[config.mk]
export PLATFORM = sky130hd
export DESIGN_NAME = dfc_coder
export DESIGN_NICKNAME = d
export VERILOG_FILES = /design/src/inc/dfc_pkg.sv /design/src/inc/dfc_lfsr_if.sv /design/src/verilog/dfc_coder.sv /design/src/verilog/dfc_lfsr.sv
export SDC_FILE = /design/constraint.sdc
export NUM_CORES = 1
export LEC_CHECK = 0
export ABC_AREA = 1
export CORE_UTILIZATION = 54
export CTS_CLUSTER_DIAMETER = 40
export DETAILED_ROUTE_END_ITERATION = 10
export DONT_BUFFER_PORTS = 1
export PLACE_DENSITY_LB_ADDON = 0.3
export SYNTH_ARGS = -nofsm -noshare
export SYNTH_HDL_FRONTEND = slang
export SYNTH_HIERARCHICAL = 1
export SYNTH_SLANG_ARGS = --single-unit
[constraint.sdc]
create_clock -name clk -period 2.7 [get_ports clk]
set_clock_uncertainty 0.05 [all_clocks]
set_input_delay 0.54 -clock clk [delete_from_list [all_inputs] [get_ports clk]]
set_output_delay 0.54 -clock clk [all_outputs]
set_load 0.02 [all_outputs]
[src/inc/dfc_pkg.sv]
// Purpose: Shared constants, states and the CRC step for the DC-free payload coder.
// Assumes: One 10 MHz clock; register addresses are the device's 7-bit register addresses.
// Notes: The CRC start value and the chip-rate reset values are kept here so both ends agree.
package dfc_pkg;

  // Register addresses and their reset values.
  localparam logic [6:0] REG_RATE_HI = 7'h03;
  localparam logic [6:0] REG_RATE_LO = 7'h04;
  localparam logic [7:0] RATE_HI_RST = 8'h1A;
  localparam logic [7:0] RATE_LO_RST = 8'h0B;

  // Encodings of the DC-free select field.
  localparam logic [1:0] DCF_NONE = 2'h0;
  localparam logic [1:0] DCF_MANCH = 2'h1;
  localparam logic [1:0] DCF_WHITE = 2'h2;

  // Whitening generator: x^9 + x^5 + 1, seeded with all ones.
  localparam int LFSR_W = 9;
  localparam int LFSR_TAP = 5;
  localparam logic [8:0] LFSR_SEED = 9'h1FF;

  // Two-byte CCITT checksum.
  localparam logic [15:0] CRC_POLY = 16'h1021;
  localparam logic [15:0] CRC_INIT = 16'hFFFF;

  // Clock rate of the block.
  localparam int CLK_HZ = 10000000;

  typedef enum logic [3:0] {
    TX_IDLE = 4'h1,
    TX_HEAD = 4'h2,
    TX_PAY = 4'h4,
    TX_CRC = 4'h8
  } dfc_tx_e;

  typedef enum logic [2:0] {
    RX_IDLE = 3'h1,
    RX_PAY = 3'h2,
    RX_CRC = 3'h4
  } dfc_rx_e;

  // Advances the checksum by one data bit, most significant bit first.
  function automatic logic [15:0] dfc_crc_bit(input logic [15:0] crc, input logic din);
    logic fb;
    fb = crc[15] ^ din;
    dfc_crc_bit = {crc[14:0], 1'b0} ^ (fb ? CRC_POLY : 16'h0000);
  endfunction

endpackage

[src/inc/dfc_lfsr_if.sv]
// Purpose: Carries seed, step and sequence bit between the coder and a whitening generator.
// Assumes: seed and step are single-cycle requests from the coder.
// Notes: wbit is the current sequence bit, valid in every cycle.
`timescale 1ns/1ps
interface dfc_lfsr_if;
  logic seed;
  logic step;
  logic wbit;
  modport gen (input seed, input step, output wbit);
  modport user (output seed, output step, input wbit);
endinterface

[src/verilog/dfc_coder.sv]
// Purpose: Line coding of payload and checksum with Manchester (in packet mode only) or whitening, transmit and receive.
// Assumes: Packet engine supplies header bytes then payload bytes; demodulator strobes each chip.
// Notes: Register port is the device's 7-bit register address port; reads return a cycle later.
`timescale 1ns/1ps
module dfc_coder (
  input wire logic clk,
  input wire logic reset,
  input wire logic [6:0] regAddr,
  input wire logic regWrite,
  input wire logic [7:0] regWdata,
  output logic [7:0] regRdata,
  input wire logic [1:0] dcFreeSelect,
  input wire logic packetMode,
  input wire logic txStart,
  input wire logic [7:0] txHeadBytes,
  input wire logic [7:0] txPayBytes,
  input wire logic [7:0] txData,
  input wire logic txValid,
  output logic txReady,
  output logic txChip,
  output logic txBusy,
  output logic txDone,
  input wire logic rxStart,
  input wire logic [7:0] rxPayBytes,
  input wire logic rxChip,
  input wire logic rxChipValid,
  output logic [7:0] rxData,
  output logic rxValid,
  output logic rxDone,
  output logic rxCrcOk,
  output logic rxCodeErr
);

  // Register file and read port.
  logic [7:0] rateHi_q;
  logic [7:0] rateLo_q;
  logic [7:0] regRdata_q;
  logic [7:0] readMux;
  logic [15:0] rate;
  logic [15:0] rateM1;

  assign readMux = (regAddr == dfc_pkg::REG_RATE_HI) ? rateHi_q :
                   (regAddr == dfc_pkg::REG_RATE_LO) ? rateLo_q : 8'h00;
  assign rate = {rateHi_q, rateLo_q};
  assign rateM1 = (rate == 16'h0000) ? 16'h0000 : rate - 16'h0001;
  assign regRdata = regRdata_q;

  // Holds the chip-rate setting and answers reads.
  always_ff @(posedge clk) begin
    if (reset) begin
      rateHi_q <= dfc_pkg::RATE_HI_RST;
      rateLo_q <= dfc_pkg::RATE_LO_RST;
      regRdata_q <= 8'h00;
    end else begin
      if (regWrite && regAddr == dfc_pkg::REG_RATE_HI) rateHi_q <= regWdata;
      if (regWrite && regAddr == dfc_pkg::REG_RATE_LO) rateLo_q <= regWdata;
      regRdata_q <= readMux;
    end
  end

  // Transmit state.
  dfc_pkg::dfc_tx_e txSt_q, txSt_d;
  logic [7:0] txCnt_q, txCnt_d;
  logic [7:0] txPay_q;
  logic [7:0] txSh_q, txSh_d;
  logic txHave_q, txHave_d;
  logic txHalf_q, txHalf_d;
  logic [2:0] txBit_q, txBit_d;
  logic txChip_q, txChip_d;
  logic txDone_q, txDone_d;
  logic txReady_q, txReady_d;
  logic txBusy_q;
  logic [15:0] txCrc_q, txCrc_d;
  logic txCrcIdx_q, txCrcIdx_d;
  logic txManOn_q;
  logic txWhtOn_q;
  logic [15:0] div_q;
  logic chipTick;
  logic txStartOk;
  logic txTake;
  logic txInBody;
  logic txMan;
  logic txWht;
  logic txCoded;
  logic txEmit;
  logic txBitDone;
  logic txByteDone;
  logic [15:0] txCrcNext;
  logic [15:0] txCrcNow;
  dfc_lfsr_if txLf ();

  assign txStartOk = txStart && (txSt_q == dfc_pkg::TX_IDLE);
  assign txTake = txValid && txReady_q;
  assign txInBody = (txSt_q == dfc_pkg::TX_PAY) || (txSt_q == dfc_pkg::TX_CRC);
  assign txMan = txManOn_q && txInBody;
  assign txWht = txWhtOn_q && txInBody;
  assign txCoded = txWht ? (txSh_q[7] ^ txLf.wbit) : txSh_q[7];
  assign chipTick = (div_q == 16'h0000) && (txSt_q != dfc_pkg::TX_IDLE);
  assign txEmit = chipTick && txHave_q;
  assign txBitDone = txEmit && (!txMan || txHalf_q);
  assign txByteDone = txBitDone && (txBit_q == 3'h7);
  assign txCrcNext = dfc_pkg::dfc_crc_bit(txCrc_q, txSh_q[7]);
  assign txCrcNow = (txSt_q == dfc_pkg::TX_PAY) ? txCrcNext : txCrc_q;
  assign txLf.seed = txStartOk;
  assign txLf.step = txBitDone && txWht;
  assign txReady = txReady_q;
  assign txChip = txChip_q;
  assign txBusy = txBusy_q;
  assign txDone = txDone_q;

  dfc_lfsr txGen (
    .clk(clk),
    .reset(reset),
    .lf(txLf)
  );

  // Next state of the transmit serialiser.
  always_comb begin
    txSt_d = txSt_q;
    txCnt_d = txCnt_q;
    txSh_d = txSh_q;
    txHave_d = txHave_q;
    txHalf_d = txHalf_q;
    txBit_d = txBit_q;
    txChip_d = txChip_q;
    txDone_d = 1'b0;
    txCrc_d = txCrc_q;
    txCrcIdx_d = txCrcIdx_q;
    if (txStartOk) begin
      txHalf_d = 1'b0;
      txBit_d = 3'h0;
      txHave_d = 1'b0;
      txCrc_d = dfc_pkg::CRC_INIT;
      txCrcIdx_d = 1'b0;
      if (txHeadBytes != 8'h00) begin
        txSt_d = dfc_pkg::TX_HEAD;
        txCnt_d = txHeadBytes;
      end else if (txPayBytes != 8'h00) begin
        txSt_d = dfc_pkg::TX_PAY;
        txCnt_d = txPayBytes;
      end else begin
        txSt_d = dfc_pkg::TX_CRC;
        txSh_d = dfc_pkg::CRC_INIT[15:8];
        txHave_d = 1'b1;
      end
    end else begin
      if (txTake) begin
        txSh_d = txData;
        txHave_d = 1'b1;
      end
      if (txEmit) begin
        txChip_d = (txMan && txHalf_q) ? ~txCoded : txCoded;
        txHalf_d = txMan && !txHalf_q;
      end
      if (txBitDone) begin
        txSh_d = {txSh_q[6:0], 1'b0};
        txBit_d = txBit_q + 3'h1;
        if (txSt_q == dfc_pkg::TX_PAY) txCrc_d = txCrcNext;
      end
      if (txByteDone) begin
        txHave_d = 1'b0;
        case (txSt_q)
          dfc_pkg::TX_HEAD: begin
            if (txCnt_q != 8'h01) begin
              txCnt_d = txCnt_q - 8'h01;
            end else if (txPay_q != 8'h00) begin
              txSt_d = dfc_pkg::TX_PAY;
              txCnt_d = txPay_q;
            end else begin
              txSt_d = dfc_pkg::TX_CRC;
              txSh_d = txCrcNow[15:8];
              txHave_d = 1'b1;
            end
          end
          dfc_pkg::TX_PAY: begin
            if (txCnt_q != 8'h01) begin
              txCnt_d = txCnt_q - 8'h01;
            end else begin
              txSt_d = dfc_pkg::TX_CRC;
              txSh_d = txCrcNow[15:8];
              txHave_d = 1'b1;
            end
          end
          dfc_pkg::TX_CRC: begin
            if (!txCrcIdx_q) begin
              txSh_d = txCrc_q[7:0];
              txHave_d = 1'b1;
              txCrcIdx_d = 1'b1;
            end else begin
              txSt_d = dfc_pkg::TX_IDLE;
              txDone_d = 1'b1;
            end
          end
          default: begin
            txSt_d = dfc_pkg::TX_IDLE;
          end
        endcase
      end
    end
    txReady_d = ((txSt_d == dfc_pkg::TX_HEAD) || (txSt_d == dfc_pkg::TX_PAY)) && !txHave_d;
  end

  // Transmit registers and the chip-rate divider, restarted at each frame.
  always_ff @(posedge clk) begin
    if (reset) begin
      txSt_q <= dfc_pkg::TX_IDLE;
      txCnt_q <= 8'h00;
      txPay_q <= 8'h00;
      txSh_q <= 8'h00;
      txHave_q <= 1'b0;
      txHalf_q <= 1'b0;
      txBit_q <= 3'h0;
      txChip_q <= 1'b0;
      txDone_q <= 1'b0;
      txReady_q <= 1'b0;
      txBusy_q <= 1'b0;
      txCrc_q <= dfc_pkg::CRC_INIT;
      txCrcIdx_q <= 1'b0;
      txManOn_q <= 1'b0;
      txWhtOn_q <= 1'b0;
      div_q <= 16'h0000;
    end else begin
      txSt_q <= txSt_d;
      txCnt_q <= txCnt_d;
      txSh_q <= txSh_d;
      txHave_q <= txHave_d;
      txHalf_q <= txHalf_d;
      txBit_q <= txBit_d;
      txChip_q <= txChip_d;
      txDone_q <= txDone_d;
      txReady_q <= txReady_d;
      txBusy_q <= (txSt_d != dfc_pkg::TX_IDLE); // Busy follows the state register, but from a flop of its own.
      txCrc_q <= txCrc_d;
      txCrcIdx_q <= txCrcIdx_d;
      div_q <= (txStartOk || div_q == 16'h0000) ? rateM1 : div_q - 16'h0001;
      if (txStartOk) begin
        txPay_q <= txPayBytes;
        txManOn_q <= packetMode && (dcFreeSelect == dfc_pkg::DCF_MANCH);
        txWhtOn_q <= (dcFreeSelect == dfc_pkg::DCF_WHITE);
      end
    end
  end

  // Receive state.
  dfc_pkg::dfc_rx_e rxSt_q, rxSt_d;
  logic [7:0] rxCnt_q, rxCnt_d;
  logic [7:0] rxSh_q;
  logic [2:0] rxBit_q;
  logic rxHalf_q;
  logic rxFirst_q;
  logic [15:0] rxCrc_q, rxCrc_d;
  logic [7:0] rxCrcHi_q;
  logic rxCrcIdx_q;
  logic rxManOn_q;
  logic rxWhtOn_q;
  logic [7:0] rxData_q;
  logic rxValid_q, rxDone_q, rxCrcOk_q, rxCodeErr_q;
  logic rxValid_d, rxDone_d, rxCrcOk_d;
  logic rxStartOk;
  logic rxActive;
  logic rxBitDone;
  logic rxRaw;
  logic rxBitVal;
  logic rxByteDone;
  logic [7:0] rxByte;
  logic rxPairBad;
  dfc_lfsr_if rxLf ();

  assign rxStartOk = rxStart && (rxSt_q == dfc_pkg::RX_IDLE);
  assign rxActive = (rxSt_q != dfc_pkg::RX_IDLE) && rxChipValid;
  assign rxBitDone = rxActive && (!rxManOn_q || rxHalf_q);
  assign rxRaw = rxManOn_q ? rxFirst_q : rxChip;
  assign rxPairBad = rxManOn_q && rxHalf_q && rxActive && (rxFirst_q == rxChip);
  assign rxBitVal = rxWhtOn_q ? (rxRaw ^ rxLf.wbit) : rxRaw;
  assign rxByte = {rxSh_q[6:0], rxBitVal};
  assign rxByteDone = rxBitDone && (rxBit_q == 3'h7);
  assign rxLf.seed = rxStartOk;
  assign rxLf.step = rxBitDone && rxWhtOn_q;
  assign rxData = rxData_q;
  assign rxValid = rxValid_q;
  assign rxDone = rxDone_q;
  assign rxCrcOk = rxCrcOk_q;
  assign rxCodeErr = rxCodeErr_q;

  dfc_lfsr rxGen (
    .clk(clk),
    .reset(reset),
    .lf(rxLf)
  );

  // Next state of the receive deserialiser and checksum stripper.
  always_comb begin
    rxSt_d = rxSt_q;
    rxCnt_d = rxCnt_q;
    rxCrc_d = rxCrc_q;
    rxValid_d = 1'b0;
    rxDone_d = 1'b0;
    rxCrcOk_d = rxCrcOk_q;
    if (rxStartOk) begin
      rxSt_d = (rxPayBytes != 8'h00) ? dfc_pkg::RX_PAY : dfc_pkg::RX_CRC;
      rxCnt_d = rxPayBytes;
      rxCrc_d = dfc_pkg::CRC_INIT;
    end else begin
      if (rxBitDone && rxSt_q == dfc_pkg::RX_PAY) rxCrc_d = dfc_pkg::dfc_crc_bit(rxCrc_q, rxBitVal);
      if (rxByteDone) begin
        case (rxSt_q)
          dfc_pkg::RX_PAY: begin
            rxValid_d = 1'b1;
            rxCnt_d = rxCnt_q - 8'h01;
            if (rxCnt_q == 8'h01) rxSt_d = dfc_pkg::RX_CRC;
          end
          dfc_pkg::RX_CRC: begin
            if (rxCrcIdx_q) begin
              rxSt_d = dfc_pkg::RX_IDLE;
              rxDone_d = 1'b1;
              rxCrcOk_d = ({rxCrcHi_q, rxByte} == rxCrc_q);
            end
          end
          default: begin
            rxSt_d = dfc_pkg::RX_IDLE;
          end
        endcase
      end
    end
  end

  // Receive registers; checksum bytes never reach the FIFO side.
  always_ff @(posedge clk) begin
    if (reset) begin
      rxSt_q <= dfc_pkg::RX_IDLE;
      rxCnt_q <= 8'h00;
      rxSh_q <= 8'h00;
      rxBit_q <= 3'h0;
      rxHalf_q <= 1'b0;
      rxFirst_q <= 1'b0;
      rxCrc_q <= dfc_pkg::CRC_INIT;
      rxCrcHi_q <= 8'h00;
      rxCrcIdx_q <= 1'b0;
      rxManOn_q <= 1'b0;
      rxWhtOn_q <= 1'b0;
      rxData_q <= 8'h00;
      rxValid_q <= 1'b0;
      rxDone_q <= 1'b0;
      rxCrcOk_q <= 1'b0;
      rxCodeErr_q <= 1'b0;
    end else begin
      rxSt_q <= rxSt_d;
      rxCnt_q <= rxCnt_d;
      rxCrc_q <= rxCrc_d;
      rxValid_q <= rxValid_d;
      rxDone_q <= rxDone_d;
      rxCrcOk_q <= rxCrcOk_d;
      if (rxStartOk) begin
        rxBit_q <= 3'h0;
        rxHalf_q <= 1'b0;
        rxCrcIdx_q <= 1'b0;
        rxCodeErr_q <= 1'b0;
        rxManOn_q <= packetMode && (dcFreeSelect == dfc_pkg::DCF_MANCH);
        rxWhtOn_q <= (dcFreeSelect == dfc_pkg::DCF_WHITE);
      end else begin
        if (rxActive && rxManOn_q) rxHalf_q <= !rxHalf_q;
        if (rxActive && !rxHalf_q) rxFirst_q <= rxChip;
        if (rxPairBad) rxCodeErr_q <= 1'b1;
        if (rxBitDone) begin
          rxSh_q <= rxByte;
          rxBit_q <= rxBit_q + 3'h1;
        end
        if (rxByteDone && rxSt_q == dfc_pkg::RX_PAY) rxData_q <= rxByte;
        if (rxByteDone && rxSt_q == dfc_pkg::RX_CRC) begin
          rxCrcHi_q <= rxByte;
          rxCrcIdx_q <= 1'b1;
        end
      end
    end
  end

endmodule

[src/verilog/dfc_lfsr.sv]
// Purpose: Nine-bit whitening sequence generator.
// Assumes: seed wins over step when both are raised.
// Notes: One step per data bit; the low bit is the sequence bit.
`timescale 1ns/1ps
module dfc_lfsr (
  input wire logic clk,
  input wire logic reset,
  dfc_lfsr_if.gen lf
);

  logic [dfc_pkg::LFSR_W-1:0] state_q;
  logic feedback;

  // Feedback taps of x^9 + x^5 + 1.
  assign feedback = state_q[0] ^ state_q[dfc_pkg::LFSR_TAP];
  assign lf.wbit = state_q[0];

  // Reseed at each packet and shift once per data bit.
  always_ff @(posedge clk) begin
    if (reset || lf.seed) begin
      state_q <= dfc_pkg::LFSR_SEED;
    end else if (lf.step) begin
      state_q <= {feedback, state_q[dfc_pkg::LFSR_W-1:1]};
    end
  end

endmodule
==> summary.md <==
| Metric | Value |
|---|---|
| LEAKAGE | 4.04 nW |
| CTS tree | yes |
| Hold Startpoint | reset |
| Number of buffers created by CTS | 17 |
| Worst-case vdd ir drop | 540 uV |
| Clk buf depth | 2 |
| Gates resized, CTS repair | 0 |
| Core area | 15300 um2 |
| Finish-stage setup viols | 0 |
| Number of synthesized flops with an enable pin | 0 |
| Gpl congestion | 0.871 |
| H-tree depth | 4 |
| Hold Path Depth | 1 |
| Rel. slew slack | 0.561 |
| RR Endpoint | txCrc_q[0]$_SDFFE_PP1P_ |
| Via density | 5.46 |
| Setup slack, reg-to-reg | 0.54 ns |
| # port buffers | 0 |
| Crit end category | flop |
| Antenna-violating nets left | 0 |
| Overall die area | 16300 um2 |
| Slowest CP cell | dfxtp_1 |
| TNS Setup | 0 ns |
| R2r worst-path depth | 11 |
| Row count | 45 |
| First-pass detailed-route iteration total | 6 |
| Startpoint Class | flop |
| Worst R2R Start | div_q[0]$_SDFF_PP0_ |
| Multi-input gate area | 4400 um2 |
| Data required time of the critical path | 2.97 ns |
| Wirelength per Cell | 14.3 um |
| Post-DP HPWL | 14.4 mm |
| Cells taking the most area after synthesis | dfxtp_1 41%, nand2_1 11%, a21oi_1 7.0%, o21ai_0 6.3%, nor2_1 5.2% |
| Grt ovf | 0 |
| CP Cell Sequence | inv_1 -> ha_1 -> nand3_1 -> nor2_2 -> nand2_2 -> nor2_8 -> nand2_4 -> inv_2 -> nand2_2 -> a21oi_1 -> o21ai_0 |
| Vias | 7660 |
| Min Hold Slack | 0.134 ns |
| Postcts setup bufs | 0 |
| Async SR Flop Fraction | 0 |
| Min-delay worst type | input port to flop |
| Post-Syn Area | 8540 um2 |
| Initial DRC count | 522 |
| Inserted Diodes | 0 |
| Tot Pwr | 0.00709 W |
| Synth Warn # | 6 |
| RSZ-0062 raised after global routing | no |
| Hold-critical path endpoint | rxFirst_q$_SDFFE_PP0P_ |
| Most common cell type on the critical path | nand2_2 |
| Yosys reg bits | 176 |
| Crit share post-route | 0.801 |
| CTS Sinks | 176 |
| Area share of the largest cell type after synthesis | 0.412 |
| Final nets | 1249 |
| Synth unique cells | 46 |
| Largest net degree at the start of global routing | 70 |
| Clock edge transition at the registers on the reported setup and hold paths | 0.07 ns |
| Final Util | 0.608 |
| Chip width | 128 um |
| CP max stage delay | 0.31 ns |
| Status | finished, final reports clean |
| Crit path max-delay family | simple AND/OR/NAND/NOR gates |
| Placed Instances | 1372 |
| GRT Total Usage | 0.257 |
| First-pass GRT wire length | 33.5 mm |
| Syn_nets | 1252 |
| Ports | 82 |
| Setup Crit Path Kind | flop to flop |
| Sequential Area | 3520 um2 |
| Die H | 128 um |
| Fin. Hold Viols | 0 |
| Initial Utilization | 0.558 |
| Initial antenna violation count | 0 |
| Slew Viols, Final | 0 |
| Vias in the first global route | 6981 |
| Syn Inst Count | 1183 |
| Remaining DRCs | 0 |
| Max Fclk | 462 MHz |
| Root Buffer | clkbuf_16 |
| Hold Buf Count CTS | 0 |
| Mapped Avg Cell Area | 7.22 um2 |
| CP Buf/Inv Count | 2 |
| Sequential share of the synthesized area | 0.412 |
| Non-Filler Instances | 1404 |
| Total Wirelength | 20.1 mm |
| Crit path max fanout | 37 |
| Max_cap viols | 0 |
| Clk_lat worst skew | 0.44 ns |
| Main flop type after synthesis | dfxtp_1 |
| # fillers | 1408 |
| Crit path DAT | 2.43 ns |
| Area leader, netlist | dfxtp_1 |
| Pwr dens | 761 nW/um2 |
| Area Overhead vs Synth | 8.99% |
| Final critical-path required period | 2.16 ns |
| Share of layout cells above drive strength 1 | 0.0821 |
| Worst slew pin tran | 0.658 ns |
## sequential cells by signal, indices dropped and copies added, names as in the netlist, 9 cells and up
register and flops:
txGen/state_q 9, txCrc_q 16, div_q 16, rxGen/state_q 9, rxCrc_q 16
## how the worst max path moves through the flow
stage / start / to / slack (ns) / cells after the start
final: div_q[0]$_SDFF_PP0_ / txCrc_q[0]$_SDFFE_PP1P_ / 0.54 / 11
after global placement: div_q[0]$_SDFF_PP0_ / txCrc_q[0]$_SDFFE_PP1P_ / 0.63 / 11
after CTS: div_q[0]$_SDFF_PP0_ / txCrc_q[0]$_SDFFE_PP1P_ / 0.54 / 11
after floorplan: div_q[0]$_SDFF_PP0_ / txGen/state_q[8]$_SDFFE_PP1P_ / 0.65 / 14
after detailed placement: div_q[0]$_SDFF_PP0_ / txCrc_q[0]$_SDFFE_PP1P_ / 0.56 / 11
after global routing: rateLo_q[0]$_SDFFE_PP1P_ / div_q[14]$_SDFF_PP0_ / 0.26 / 10
## power breakdown
group / leakage (nW) / switching [W] / total, W / internal [W]
Clock: 0.280 / 0.00113 / 0.00243 / 0.00131
Combinational: 2.32 / 0.00103 / 0.00163 / 0.000598
Sequential: 1.43 / 0.000194 / 0.00302 / 0.00283
Total: 4.04 / 0.00235 / 0.00709 / 0.00473
## cells by family (layout without fill, tap and decap cells)
logic type / after synthesis / count (layout) / synth area share
simple gates: 508 / 508 / 0.265
compound gates: 287 / 287 / 0.182
flops: 176 / 176 / 0.412
buf+inv: 150 / 160 / 0.0722
xor+xnor: 47 / 47 / 0.0482
fa+ha+maj: 11 / 11 / 0.0161
mux: 4 / 4 / 0.00469
## cell usage in the layout, fill, tap and decap left out, types with 2 or more instances in the layout
master and instances:
nand2_1 244, dfxtp_1 176, a21oi_1 120, nor2_1 118, o21ai_0 108, inv_1 102, nand3_1 70, xnor2_1 24
xor2_1 23, o211ai_1 22, clkbuf_16 17, buf_4 15, nand4_1 14, nor2_2 14, o21ai_1 14, ha_1 11
inv_2 10, nand2_2 10, nor3_1 10, nor2_4 6, o22ai_1 6, a22oi_1 6, nor4_1 5, mux2i_1 4
o31ai_1 3, and2_1 3, clkinv_4 3, inv_8 3, inv_6 3, nand3_2 2, nand3_4 2, nand2_4 2
a211oi_1 2, o21a_1 2, clkinvlp_4 2
## metal layers
metal,up-vias,part of all wire,global-route usage
li1,3913,-,-
met1,3504,0.45,0.338
met2,207,0.47,0.414
met3,36,0.053,0.0518
met4,0,0.023,0.102
met5,-,0,0
## per-stage QoR
step	instance area, um2	worst slack (ns)
after floorplan	8540	0.647
after CTS	9310	0.544
after detailed placement	8730	0.563
after global routing	9310	0.265
after global placement	8730	0.627
final	9310	0.536
## final cells by class
| cell class | instances | area share |
|---|---|---|
| inverter | 113 | 0.0458 |
| timing repair buffer | 15 | 0.0121 |
| multi-input combinational | 857 | 0.473 |
| sequential | 176 | 0.378 |
| clock inverter | 14 | 0.0164 |
| tap | 211 | 0.0284 |
| clock buffer | 18 | 0.0461 |
## cell usage after synthesis, types with 14 or more instances
library cell and n:
nand2_1 244, dfxtp_1 176, a21oi_1 120, nor2_1 118, o21ai_0 108, inv_1 103, nand3_1 70, xnor2_1 24
xor2_1 23, o211ai_1 22, clkbuf_1 20, nand4_1 14, nor2_2 14, o21ai_1 14
## worst reg2reg max path, delay by kind of cell (launching register included)
| kind | cells | cell delay, ns |
|---|---|---|
| compound gates | 2 | 0.23 |
| fa+ha+maj | 1 | 0.19 |
| buf+inv | 2 | 0.37 |
| flops | 1 | 0.31 |
| simple gates | 6 | 0.88 |
Power figures use the tool's default switching activity.
